--- config.mk ---
export PLATFORM = sky130hd
export DESIGN_NAME = codec_clock_and_record_config
export DESIGN_NICKNAME = d
export VERILOG_FILES = /design/src/shared/codec_clk_pkg.sv /design/src/design/codec_clock_and_record_config.sv /design/src/design/rate_strobe.sv
export SDC_FILE = /design/constraint.sdc
export NUM_CORES = 1
export LEC_CHECK = 0
export BUFFER_PORTS_ARGS = -buffer_cell sky130_fd_sc_hd__buf_2
export CAP_MARGIN = 20
export CELL_PAD_IN_SITES_DETAIL_PLACEMENT = 1
export CELL_PAD_IN_SITES_GLOBAL_PLACEMENT = 1
export CORE_ASPECT_RATIO = 1.5
export CORE_MARGIN = 3
export CORE_UTILIZATION = 35
export CTS_CLUSTER_DIAMETER = 80
export DETAILED_ROUTE_END_ITERATION = 12
export PLACE_DENSITY = 0.71
export SLEW_MARGIN = 20
export SYNTH_ARGS = -nofsm -noshare
export SYNTH_HDL_FRONTEND = slang
export SYNTH_HIERARCHICAL = 1
export SYNTH_SLANG_ARGS = --single-unit
export TNS_END_PERCENT = 20
--- constraint.sdc ---
create_clock -name core_clk -period 4.8 [get_ports core_clk]
set_input_delay 0.24 -clock core_clk [delete_from_list [all_inputs] [get_ports core_clk]]
set_output_delay 0.24 -clock core_clk [all_outputs]
set_load 0.05 [all_outputs]
--- src/shared/codec_clk_pkg.sv ---
// package: register map, field positions, reset values and carrier types for the codec clock block
package codec_clk_pkg;
	localparam logic [15:0] ADDR_CLOCK_CONTROL   = 16'h4000;
	localparam logic [15:0] ADDR_FRAC_MULT       = 16'h4002;
	localparam logic [15:0] ADDR_DMIC_TONE       = 16'h4008;
	localparam logic [15:0] ADDR_BIAS_TONE_EN    = 16'h4010;
	localparam logic [15:0] ADDR_CONV_CONTROL_0  = 16'h4017;
	localparam logic [15:0] ADDR_ADC_CONTROL     = 16'h4019;
	localparam logic [15:0] ADDR_LEFT_ADC_ATTEN  = 16'h401A;
	localparam logic [15:0] ADDR_RIGHT_ADC_ATTEN = 16'h401B;
	localparam logic [15:0] ADDR_ENGINE_RATE     = 16'h40EB;
	localparam logic [15:0] ADDR_SERIAL_RATE     = 16'h40F8;
	localparam int          MULT_BYTES           = 6;
	// clock_control fields
	localparam int CLK_EN_BIT     = 0;
	localparam int CLK_RATIO_LSB  = 1;
	localparam int CLK_SRC_BIT    = 3;
	localparam int MIC_CLK_LSB    = 4;
	// dmic_tone_control fields
	localparam int DMIC_LEFT_BIT  = 0;
	localparam int DMIC_RIGHT_BIT = 1;
	// adc_control fields
	localparam int ADC_EN_BIT     = 0;
	localparam int OSR_BIT        = 4;
	localparam int HPF_BIT        = 5;
	// multiplier byte 5 fields
	localparam int MULT_FRAC_BIT  = 1;
	localparam int MULT_EN_BIT    = 0;
	// reset values
	localparam logic [7:0] RST_CLOCK_CONTROL = 8'h00;
	localparam logic [7:0] RST_ADC_CONTROL   = 8'h10;
	localparam logic [7:0] RST_ZERO          = 8'h00;
	// core clock frequency for derived counts
	localparam int CORE_CLK_MHZ = 40;
	localparam int FS_BASE_DIV  = 256;
	// rate scale encodings: /1 /6 /4 /3 /2 /1.5 /0.5 expressed in half-steps of 256
	localparam logic [3:0] RATE_HALVES [0:7] = '{4'h2, 4'hC, 4'h8, 4'h6, 4'h4, 4'h3, 4'h1, 4'h2};

	typedef struct packed {
		logic [15:0] addr;
		logic [7:0]  wdata;
		logic        wr;
		logic        rd;
		logic        last;
	} reg_req_t;

	typedef struct packed {
		logic [15:0] input_div;
		logic [15:0] integer_part;
		logic [15:0] numerator;
		logic [15:0] denominator;
		logic        fractional;
		logic        enable;
	} mult_cfg_t;
endpackage

--- src/design/codec_clock_and_record_config.sv ---
// codec_clock_and_record_config: clock generation settings and record front-end configuration
// Notes on behaviour
// - fractional mode: output equals reference times integer plus numerator over denominator.
// - converter rate is bits 2..0 of the converter control register.
// - engine frame rate four bits at 0x40EB (the strobe decodes only bits 2..0); serial rate three bits at 0x40F8.
// - each rate is core clock over 256 times 1,6,4,3,2,1.5 or 0.5.
// - device drives microphone clock output at rate chosen in clock control.
// - microphone data bypasses ADCs into decimators; only one source feeds them.
// - eight-bit left and right ADC attenuation fields at 0x401A and 0x401B.
// - bit 5 of ADC control enables the DC-removing high-pass filter.
// - one ADC control bit selects oversampling of 64 or 128 for both channels.
// - multiplier source forces core divider to four, giving 256 times base rate.
// - integer mode ignores numerator and denominator.
`timescale 1ns/100ps
`default_nettype none
module codec_clock_and_record_config (
	input  wire logic                    core_clk,
	input  wire logic                    sys_rst,
	input  wire codec_clk_pkg::reg_req_t req,
	output logic [7:0]                   rdata,
	output logic                         rvalid,
	input  wire logic                    mic_data_left,
	input  wire logic                    mic_data_right,
	output logic                         mic_clock_out,
	output codec_clk_pkg::mult_cfg_t     mult_cfg,
	output logic [1:0]                   core_div_sel,
	output logic                         core_clk_src_mult,
	output logic                         core_clk_enable,
	output logic                         tone_enable,
	output logic [7:0]                   tone_gain,
	output logic [7:0]                   mic_supply_mode,
	output logic [1:0]                   decim_src_mic,
	output logic [1:0]                   decim_pdm_bit,
	output logic                         hpf_enable,
	output logic                         osr_128,
	output logic [7:0]                   atten_left,
	output logic [7:0]                   atten_right,
	output logic                         conv_strobe,
	output logic                         engine_strobe,
	output logic                         serial_strobe
);
	typedef enum {MULT_IDLE, MULT_LOAD} mult_state_t;

	logic [7:0]  clk_ctl_q, clk_ctl_d;
	logic [7:0]  dmic_q, dmic_d;
	logic [7:0]  bias_q, bias_d;
	logic [7:0]  conv_q, conv_d;
	logic [7:0]  adc_q, adc_d;
	logic [7:0]  att_l_q, att_l_d;
	logic [7:0]  att_r_q, att_r_d;
	logic [7:0]  eng_q, eng_d;
	logic [7:0]  ser_q, ser_d;
	logic [7:0]  mbuf_q [0:5];
	logic [7:0]  mbuf_d [0:5];
	logic [7:0]  mcur_q [0:5];
	logic [7:0]  mcur_d [0:5];
	logic [2:0]  midx_q, midx_d;
	mult_state_t mst_q, mst_d;
	logic [7:0]  rdata_q, rdata_d;
	logic        rvalid_q, rvalid_d;
	logic [1:0]  mic_l_sync_q, mic_r_sync_q;
	logic [3:0]  mck_cnt_q, mck_cnt_d;
	logic        mck_q, mck_d;
	logic [1:0]  pdm_q, pdm_d;
	logic [3:0]  mck_half;

	// register writes and the six-byte multiplier capture
	always_comb begin
		clk_ctl_d = clk_ctl_q;
		dmic_d    = dmic_q;
		bias_d    = bias_q;
		conv_d    = conv_q;
		adc_d     = adc_q;
		att_l_d   = att_l_q;
		att_r_d   = att_r_q;
		eng_d     = eng_q;
		ser_d     = ser_q;
		mst_d     = mst_q;
		midx_d    = midx_q;
		for (int i = 0; i < 6; i++) begin
			mbuf_d[i] = mbuf_q[i];
			mcur_d[i] = mcur_q[i];
		end
		case (mst_q)
			MULT_IDLE: begin
				if (req.wr && req.addr == codec_clk_pkg::ADDR_FRAC_MULT) begin
					mbuf_d[0] = req.wdata;
					midx_d    = 3'h1;
					mst_d     = MULT_LOAD;
				end
			end
			MULT_LOAD: begin
				// a read or last flag on a cycle without a write, before byte six, abandons the update so a torn word never applies; idle cycles keep the burst open
				if (req.wr) begin
					mbuf_d[midx_q] = req.wdata;
					if (midx_q == 3'(codec_clk_pkg::MULT_BYTES - 1)) begin
						for (int i = 0; i < 5; i++) begin
							mcur_d[i] = mbuf_q[i];
						end
						mcur_d[5] = req.wdata;
						mst_d     = MULT_IDLE;
					end else begin
						midx_d = midx_q + 3'h1;
					end
				end else if (req.last || req.rd) begin
					mst_d = MULT_IDLE;
				end
			end
			default: mst_d = MULT_IDLE;
		endcase
		if (req.wr && mst_q == MULT_IDLE) begin
			if (req.addr == codec_clk_pkg::ADDR_CLOCK_CONTROL) begin
				clk_ctl_d = req.wdata;
			end else if (req.addr == codec_clk_pkg::ADDR_DMIC_TONE) begin
				dmic_d = req.wdata;
			end else if (req.addr == codec_clk_pkg::ADDR_BIAS_TONE_EN) begin
				bias_d = req.wdata;
			end else if (req.addr == codec_clk_pkg::ADDR_CONV_CONTROL_0) begin
				conv_d = req.wdata;
			end else if (req.addr == codec_clk_pkg::ADDR_ADC_CONTROL) begin
				adc_d = req.wdata;
			end else if (req.addr == codec_clk_pkg::ADDR_LEFT_ADC_ATTEN) begin
				att_l_d = req.wdata;
			end else if (req.addr == codec_clk_pkg::ADDR_RIGHT_ADC_ATTEN) begin
				att_r_d = req.wdata;
			end else if (req.addr == codec_clk_pkg::ADDR_ENGINE_RATE) begin
				eng_d = req.wdata;
			end else if (req.addr == codec_clk_pkg::ADDR_SERIAL_RATE) begin
				ser_d = req.wdata;
			end
		end
	end

	always_ff @(posedge core_clk or posedge sys_rst) begin
		if (sys_rst) begin
			clk_ctl_q <= codec_clk_pkg::RST_CLOCK_CONTROL;
			dmic_q    <= codec_clk_pkg::RST_ZERO;
			bias_q    <= codec_clk_pkg::RST_ZERO;
			conv_q    <= codec_clk_pkg::RST_ZERO;
			adc_q     <= codec_clk_pkg::RST_ADC_CONTROL;
			att_l_q   <= codec_clk_pkg::RST_ZERO;
			att_r_q   <= codec_clk_pkg::RST_ZERO;
			eng_q     <= codec_clk_pkg::RST_ZERO;
			ser_q     <= codec_clk_pkg::RST_ZERO;
			mst_q     <= MULT_IDLE;
			midx_q    <= 3'h0;
			for (int i = 0; i < 6; i++) begin
				mbuf_q[i] <= 8'h00;
				mcur_q[i] <= 8'h00;
			end
		end else begin
			clk_ctl_q <= clk_ctl_d;
			dmic_q    <= dmic_d;
			bias_q    <= bias_d;
			conv_q    <= conv_d;
			adc_q     <= adc_d;
			att_l_q   <= att_l_d;
			att_r_q   <= att_r_d;
			eng_q     <= eng_d;
			ser_q     <= ser_d;
			mst_q     <= mst_d;
			midx_q    <= midx_d;
			for (int i = 0; i < 6; i++) begin
				mbuf_q[i] <= mbuf_d[i];
				mcur_q[i] <= mcur_d[i];
			end
		end
	end

	// read path; unmapped addresses read zero
	always_comb begin
		rvalid_d = req.rd;
		rdata_d  = 8'h00;
		if (req.addr == codec_clk_pkg::ADDR_CLOCK_CONTROL) begin
			rdata_d = clk_ctl_q;
		end else if (req.addr == codec_clk_pkg::ADDR_DMIC_TONE) begin
			rdata_d = dmic_q;
		end else if (req.addr == codec_clk_pkg::ADDR_BIAS_TONE_EN) begin
			rdata_d = bias_q;
		end else if (req.addr == codec_clk_pkg::ADDR_CONV_CONTROL_0) begin
			rdata_d = conv_q;
		end else if (req.addr == codec_clk_pkg::ADDR_ADC_CONTROL) begin
			rdata_d = adc_q;
		end else if (req.addr == codec_clk_pkg::ADDR_LEFT_ADC_ATTEN) begin
			rdata_d = att_l_q;
		end else if (req.addr == codec_clk_pkg::ADDR_RIGHT_ADC_ATTEN) begin
			rdata_d = att_r_q;
		end else if (req.addr == codec_clk_pkg::ADDR_ENGINE_RATE) begin
			rdata_d = eng_q;
		end else if (req.addr == codec_clk_pkg::ADDR_SERIAL_RATE) begin
			rdata_d = ser_q;
		end else if (req.addr >= codec_clk_pkg::ADDR_FRAC_MULT &&
				req.addr < codec_clk_pkg::ADDR_FRAC_MULT + 16'h0006) begin
			rdata_d = mcur_q[3'(req.addr - codec_clk_pkg::ADDR_FRAC_MULT)];
		end
		if (!req.rd) begin
			rdata_d = rdata_q;
		end
	end

	always_ff @(posedge core_clk or posedge sys_rst) begin
		if (sys_rst) begin
			rdata_q  <= 8'h00;
			rvalid_q <= 1'b0;
		end else begin
			rdata_q  <= rdata_d;
			rvalid_q <= rvalid_d;
		end
	end

	// microphone data pins come from outside, two flops before use
	always_ff @(posedge core_clk or posedge sys_rst) begin
		if (sys_rst) begin
			mic_l_sync_q <= 2'b00;
			mic_r_sync_q <= 2'b00;
		end else begin
			mic_l_sync_q <= {mic_l_sync_q[0], mic_data_left};
			mic_r_sync_q <= {mic_r_sync_q[0], mic_data_right};
		end
	end

	// microphone clock: half period of (sel+1) core cycles; samples taken on rising edge
	always_comb begin
		mck_half  = {2'b00, clk_ctl_q[codec_clk_pkg::MIC_CLK_LSB +: 2]};
		mck_cnt_d = mck_cnt_q + 4'h1;
		mck_d     = mck_q;
		pdm_d     = pdm_q;
		if (!clk_ctl_q[codec_clk_pkg::CLK_EN_BIT]) begin
			mck_cnt_d = 4'h0;
			mck_d     = 1'b0;
		end else if (mck_cnt_q >= mck_half) begin
			mck_cnt_d = 4'h0;
			mck_d     = ~mck_q;
			if (!mck_q) begin
				pdm_d = {mic_r_sync_q[1], mic_l_sync_q[1]};
			end
		end
	end

	always_ff @(posedge core_clk or posedge sys_rst) begin
		if (sys_rst) begin
			mck_cnt_q <= 4'h0;
			mck_q     <= 1'b0;
			pdm_q     <= 2'b00;
		end else begin
			mck_cnt_q <= mck_cnt_d;
			mck_q     <= mck_d;
			pdm_q     <= pdm_d;
		end
	end

	// sample-rate strobes for converter, engine and serial port
	rate_strobe u_conv (
		.core_clk (core_clk),
		.sys_rst  (sys_rst),
		.run      (clk_ctl_q[codec_clk_pkg::CLK_EN_BIT]),
		.sel      ({1'b0, conv_q[2:0]}),
		.strobe   (conv_strobe)
	);
	rate_strobe u_eng (
		.core_clk (core_clk),
		.sys_rst  (sys_rst),
		.run      (clk_ctl_q[codec_clk_pkg::CLK_EN_BIT]),
		.sel      (eng_q[3:0]),
		.strobe   (engine_strobe)
	);
	rate_strobe u_ser (
		.core_clk (core_clk),
		.sys_rst  (sys_rst),
		.run      (clk_ctl_q[codec_clk_pkg::CLK_EN_BIT]),
		.sel      ({1'b0, ser_q[2:0]}),
		.strobe   (serial_strobe)
	);

	// multiplier settings; divider of zero is treated as one
	always_comb begin
		mult_cfg.input_div    = {8'h00, mcur_q[4][6:3] == 4'h0 ? 4'h1 : mcur_q[4][6:3], 4'h0} >> 4;
		mult_cfg.integer_part = {12'h000, mcur_q[4][2:0], 1'b0} >> 1;
		mult_cfg.fractional   = mcur_q[5][codec_clk_pkg::MULT_FRAC_BIT];
		mult_cfg.enable       = mcur_q[5][codec_clk_pkg::MULT_EN_BIT];
		mult_cfg.numerator    = mult_cfg.fractional ? {mcur_q[2], mcur_q[3]} : 16'h0000;
		mult_cfg.denominator  = mult_cfg.fractional ? {mcur_q[0], mcur_q[1]} : 16'h0001;
	end

	assign core_clk_src_mult = clk_ctl_q[codec_clk_pkg::CLK_SRC_BIT];
	assign core_div_sel      = core_clk_src_mult ? 2'b11 : clk_ctl_q[codec_clk_pkg::CLK_RATIO_LSB +: 2];
	assign core_clk_enable   = clk_ctl_q[codec_clk_pkg::CLK_EN_BIT];
	assign tone_enable       = bias_q[0];
	assign tone_gain         = dmic_q;
	assign mic_supply_mode   = bias_q;
	assign mic_clock_out     = mck_q;
	// microphone selection takes the decimator away from the ADC on that channel
	assign decim_src_mic     = {dmic_q[codec_clk_pkg::DMIC_RIGHT_BIT], dmic_q[codec_clk_pkg::DMIC_LEFT_BIT]};
	assign decim_pdm_bit     = pdm_q & decim_src_mic;
	assign hpf_enable        = adc_q[codec_clk_pkg::HPF_BIT];
	assign osr_128           = adc_q[codec_clk_pkg::OSR_BIT];
	assign atten_left        = att_l_q;
	assign atten_right       = att_r_q;
	assign rdata             = rdata_q;
	assign rvalid            = rvalid_q;
endmodule
`default_nettype wire

--- src/design/rate_strobe.sv ---
// rate_strobe: emits one pulse per sample period of a core-clock-divided sampling rate
`timescale 1ns/100ps
`default_nettype none
module rate_strobe (
	input  wire logic       core_clk,
	input  wire logic       sys_rst,
	input  wire logic       run,
	input  wire logic [3:0] sel,
	output logic            strobe
);
	logic [10:0] cnt_q;
	logic [10:0] cnt_d;
	logic [10:0] limit;
	logic        strobe_q;
	logic        strobe_d;

	// period in core cycles is 128 times the half-step count from the scale table
	always_comb begin
		limit    = {codec_clk_pkg::RATE_HALVES[sel[2:0]], 7'h00} - 11'h001;
		cnt_d    = cnt_q;
		strobe_d = 1'b0;
		if (!run) begin
			cnt_d = 11'h000;
		end else if (cnt_q >= limit) begin
			cnt_d    = 11'h000;
			strobe_d = 1'b1;
		end else begin
			cnt_d = cnt_q + 11'h001;
		end
	end

	always_ff @(posedge core_clk or posedge sys_rst) begin
		if (sys_rst) begin
			cnt_q    <= 11'h000;
			strobe_q <= 1'b0;
		end else begin
			cnt_q    <= cnt_d;
			strobe_q <= strobe_d;
		end
	end

	assign strobe = strobe_q;
endmodule
`default_nettype wire

==> results.cfg, run 1 <==
[logic_synthesis]
yosysSeqAreaShare = 0.488
synth_cell_types = 70
syn_inst = 976
syn_avg_cell_area_um2 = 11.6
async_flop_share = 1.00
syn-cell-area_um2 = 11300
yosys_warnings = 6
synth_edf_count = 0
synth-seq-cells = 220
synth_ff_type = dfrtp_1

[clock_tree]
tritoncts = done
cts_root_buf = clkbuf_16
cts_made_buffers = 23
clk_pin_slew_worst_paths_ps = 60
clock_sinks = 220
cts_resized = 0
post-cts-setup-buffer-count = 0
cts_buffer_depth = 3
htreeDepth = 1
cts_hold_buf = 4
clk_latency_ps = 520

[timing]
fin_crit_sh = 0.592
rsz0062_at_grt = no
fmax_mhz = 352
period_minus_slack_ps = 2840
tns_ps = 0
final-hold-violation-count = 0
relSlewSlack = 0.338
fin_skew_ps = 18.3
tightest_slew_ps = 993
setup_violations = 0
finalMaxSlewViolations = 0

[global_routing]
overflow = 0
grt_max_degree = 169
grtUsageTotal = 0.188
grtUsageMet2 = 0.361
gr-usage-met3 = 0.0272
gr-usage-met1 = 0.209
antenna_found_initial = 0
grt_pass1_wl_mm = 51.5
grt_pass1_vias = 8949
busiest_layer = met2

[die]
die_x_um = 153
die_h_um = 226
num_rows = 79
coreArea_um2 = 31400
ios = 153
dieArea_um2 = 34500
initial_core_util = 0.359

[drt]
drc = 0
num_vias = 8188
drtIter0Drc = 358
post_drt_wl_per_cell_um = 21.9
wl_mm = 33.1
dr.pass1.iters = 5
ant_nets = 0
vias_per_cell = 5.42

[min_path]
min_from = req[2]
hold_depth = 2
min_path_type = in2reg
holdPathEnd = mst_q[0]

[layout]
nets = 1148
diodes = 0
layout-drive-gt1-share = 0.334
final_common_cell = dfrtp_1
final_core_util = 0.413
final_cell_mix = dfrtp_1 (219), mux2_2 (143), buf_2 (127)
syn2layout_area_growth_pct = 15.1

[run_status]
status = finished clean

[critical_path]
crit_required_ps = 5210
path_buf_inv = 2
critical_path_arrival_ps = 3240
critical-path-max-stage-delay_ps = 600
crit_fanout = 9
reg2reg_from = conv_q[0]
start_kind = register
r2r_end = u_conv/cnt_q[4]
cp_top_family = adder cells
worst_path_max_delay_cell = o41ai_1
crit_type = reg2reg
worst-r2r-cell-count = 11
path_cells = inv_1, ha_1, nor2_1, a21oi_1, ha_1, xor2_1, ha_1, nand3_1, o41ai_1, buf_4, nor3_1
crit_path_frequent_cell = ha_1
r2r_setup_slack_ps = 1960
crit_path_end_kind = register

[place]
portBuffers = 127
dpl.hpwl_mm = 23.9
place.gp.congestion = 0.831

[pwr]
vdd.ir_drop.worst_mv = 0.283
p_leak_nw = 6.43
powerDensity_nw_per_um2 = 300
finalPower_w = 0.00390

[flow_run]
maxCapViolations = 0
## synthesized netlist by cell type, types with 13 or more instances
library cell	count	area (um^2)
nand3_1	23	115
a21oi_1	27	135
nor2_1	30	113
inv_1	40	150
mux2_2	143	1610
nand2_1	34	128
clkbuf_1	31	116
o21ai_0	26	130
or4_1	13	97.6
nor3_1	24	120
and2_1	34	213
ha_1	27	338
mux2i_1	26	260
o22ai_1	31	194
dfrtp_1	219	5480
buf_4	36	270
a211oi_1	18	135
## report_power, final
part | internal [W] | total (W) | switching [W]
sequential | 0.00186 | 0.00187 | 0.00000637
combinational | 0.0000385 | 0.000197 | 0.000158
clock | 0.00108 | 0.00183 | 0.000756
## layout make-up
cell class	instances	area [um^2]
flip-flops and latches	220	5510
clock buffers	30	662
multi-input cells	659	5250
repair buffers	146	801
clock inverters	10	113
well taps	405	507
inverters	40	154
fillers	3506	18400
## worst max path at each step
stage,start,to,cells past startpoint
after global placement,req[18],rdata[0],7
final,conv_q[0],u_conv/cnt_q[4],11
after floorplan,sys_rst,adc_q[0],1
after global routing,conv_q[0],u_conv/cnt_q[4],11
after CTS,conv_q[0],u_conv/cnt_q[4],11
after detailed placement,req[18],rdata[0],7
## cells by family (layout without fill, tap and decap cells)
group,count (synthesis),after routing,share of synthesized area
AO/OA/AOI/OAI,165,165,0.0971
flip-flops,220,220,0.488
adder cells (fa/ha/maj),27,27,0.0299
AND/OR/NAND/NOR,240,240,0.131
buffers and inverters,122,226,0.0563
multiplexers,187,187,0.186
XOR/XNOR,14,14,0.0109
other,1,26,0.000332
## worst reg2reg max path: stages (launching register included)
cell     delay, ps
dfrtp_1        430
inv_1           70
ha_1           340
nor2_1         120
a21oi_1         50
ha_1           200
xor2_1         160
ha_1           320
nand3_1        100
o41ai_1        600
buf_4          280
nor3_1          70
## layer usage
| layer | vias up | wire length (um) | share of wire |
|---|---|---|---|
| met1 | 4207 | 12400 | 0.38 |
| met5 | - | 0 | 0 |
| met2 | 195 | 18000 | 0.55 |
| met3 | 69 | 1410 | 0.042 |
| li1 | 3717 | - | - |
| met4 | 0 | 1220 | 0.037 |
## sequential cells by signal, indices dropped and copies added (netlist names), 11 cells and up
register	count
u_eng/cnt_q	11
mcur_q	43
u_ser/cnt_q	11
mbuf_q	40
u_conv/cnt_q	11
## metrics by stage
| stage | instances | hold slack (ps) | instance area (um^2) | setup slack (ps) |
|---|---|---|---|---|
| after floorplan | 1001 | 105 | 11400 | 2200 |
| after global placement | 1465 | 307 | 12200 | 1950 |
| after detailed placement | 1466 | 310 | 12200 | 1980 |
| after CTS | 1510 | 31.2 | 13000 | 1970 |
| after global routing | 1510 | 48.1 | 13000 | 1700 |
| final | 1510 | 32.2 | 13000 | 1960 |
No activity file was read; power rests on OpenSTA's default activity.
==> run 2: changes to the inputs <==
- clock period: 4.8 -> 2.6 ns (I/O delays scaled with it)
==> run 2 against run 1 <==
Net effect:
- total power grew 85%
- first-iteration DRC count shrank 15%
- global-route usage is essentially flat
- non-clock buffer count grew 36
- combinational power grew 94%
- wire length grew 0.13%
- register-to-register slack lost 1800 ps
- largest power group unchanged
- die area is the same
- sequential share of layout area shrank 1.3 points
- clock skew shrank 6.2 ps
- maximum frequency grew 16%
- highest routed layer unchanged
==> results.cfg, run 2 (same netlist as run 1, synthesis figures left out) <==
[flow_run]
maxCapViolations = 0

[min_path]
min_path_type = in2reg
min_from = req[2]

[run_status]
status = finished clean

[layout]
multi_input_area_um2 = 5340
diodes = 0
nets = 1184
largest_reg_flops = 43
syn2layout_area_growth_pct = 18.7
design_area_um2 = 13400
top_register = mcur_q
regArea_um2 = 5510
fillers = 3456
final_cell_mix = dfrtp_1 (219), mux2_2 (143), buf_2 (130)
stdcell_count = 1548
final_common_cell = dfrtp_1
layout-drive-gt1-share = 0.361
largestRegisters = mcur_q: 43 flops, mbuf_q: 40 flops

[pwr]
vdd.ir_drop.worst_mv = 0.397
p_leak_nw = 6.65
powerDensity_nw_per_um2 = 538
finalPower_w = 0.00720

[global_routing]
grtUsageMet2 = 0.359
grt_pass1_wl_mm = 51.7
grt_max_degree = 49
grtUsageTotal = 0.187
gr-usage-met1 = 0.217
overflow = 0
antenna_found_initial = 0
busiest_layer = met2
gr-usage-met3 = 0.0255
grt_pass1_vias = 8902

[critical_path]
cp-startpoint = ser_q[0]
critical_path_arrival_ps = 2810
reg2reg_from = ser_q[0]
crit_required_ps = 2970
r2r_setup_slack_ps = 160
crit_path_end_kind = register
crit_type = reg2reg
start_kind = register
crit_fanout = 6

[place]
dpl.hpwl_mm = 23.7
portBuffers = 127
place_ws_ps = 93.1
place.gp.congestion = 0.838
dp_cells = 1494
detailed_place.area_um2 = 12400

[clock_tree]
clk_latency_ps = 520
cts_root_buf = clkbuf_16
clock_sinks = 220
htreeDepth = 1
tritoncts = done
clk_pin_slew_worst_paths_ps = 60
cts_made_buffers = 23
cts_buffer_depth = 3

[die]
die_x_um = 153
die_h_um = 226
ios = 153
coreArea_um2 = 31400
dieArea_um2 = 34500
initial_core_util = 0.359
num_rows = 79

[timing]
fmax_mhz = 410
tightest_slew_ps = 799
fin_ws_ps = 161
fin_skew_ps = 12.1
setup_violations = 0
fin_crit_sh = 0.938
final-hold-violation-count = 0
finalMaxSlewViolations = 0
period_minus_slack_ps = 2440
relSlewSlack = 0.464

[drt]
wl_mm = 33.1
drtIter0Drc = 303
post_drt_wl_per_cell_um = 21.4
num_vias = 8300
ant_nets = 0
dr.pass1.iters = 4
drc = 0
vias_per_cell = 5.36
run 2: cell count changes in the layout (fill, tap and decap cells not counted), moves of 3 or more:
cell      before  now
clkbuf_1       1    5
o41ai_4        0    3
buf_12         1    5
buf_4         14   41
inv_2          0    4
o41ai_1        4    1
inv_1         39   35
buf_2        127  130
run 2: per-layer routing:
layer  wire [um]  vias up
met5           0        -
met1       12700     4277
li1            -     3798
met2       18300      182
met3        1360       43
met4         744        0
run 2: what timing repair did:
| action | in CTS | in global routing |
|---|---|---|
| endpoints found under the hold margin | 62 | 0 |
| hold buffers | 6 | 0 |
| setup endpoints to repair | 0 | 27 |
| buffers inserted | 0 | 3 |
| resized for setup | 0 | 18 |
run 2: final timing paths:
check | to | cells past startpoint
worst max register to register | u_ser/cnt_q[9] | 11
worst min register to register | mic_r_sync_q[1] | 0
min in group asynchronous | u_eng/cnt_q[3] | 3
worst min-delay path | midx_q[2] | 3
max in group asynchronous | adc_q[4] | 4
worst max-delay path | u_ser/cnt_q[9] | 11
run 2: layout make-up:
class	instances	share of cell area
Inverter	40	0.0115
Clock buffer	34	0.0505
Clock inverter	8	0.00701
Timing Repair Buffer	182	0.0835
Tap cell	405	0.0378
Sequential cell	220	0.411
Multi-Input combinational cell	659	0.399
run 2: power by group:
| group | internal, W | switching [W] |
|---|---|---|
| logic | 0.0000874 | 0.000295 |
| clock network | 0.00200 | 0.00137 |
| registers | 0.00344 | 0.0000110 |
run 2: per-stage QoR:
stage                     hold slack, ps  setup TNS (ps)   util
after detailed placement             221               0  0.396
after floorplan                    -5.30               0      -
after CTS                           49.3               0  0.422
after global routing                 109           -49.3  0.426
after global placement               212               0  0.396
final                               64.4               0  0.426
run 2: worst max-delay path: stages, from the launching register on:
cell	delay, ps
dfrtp_1	390
inv_2	80
ha_4	220
nor2_2	90
a21oi_1	50
ha_1	190
xor2_1	160
ha_1	340
nand3_2	110
o41ai_4	380
buf_4	220
a211oi_1	60
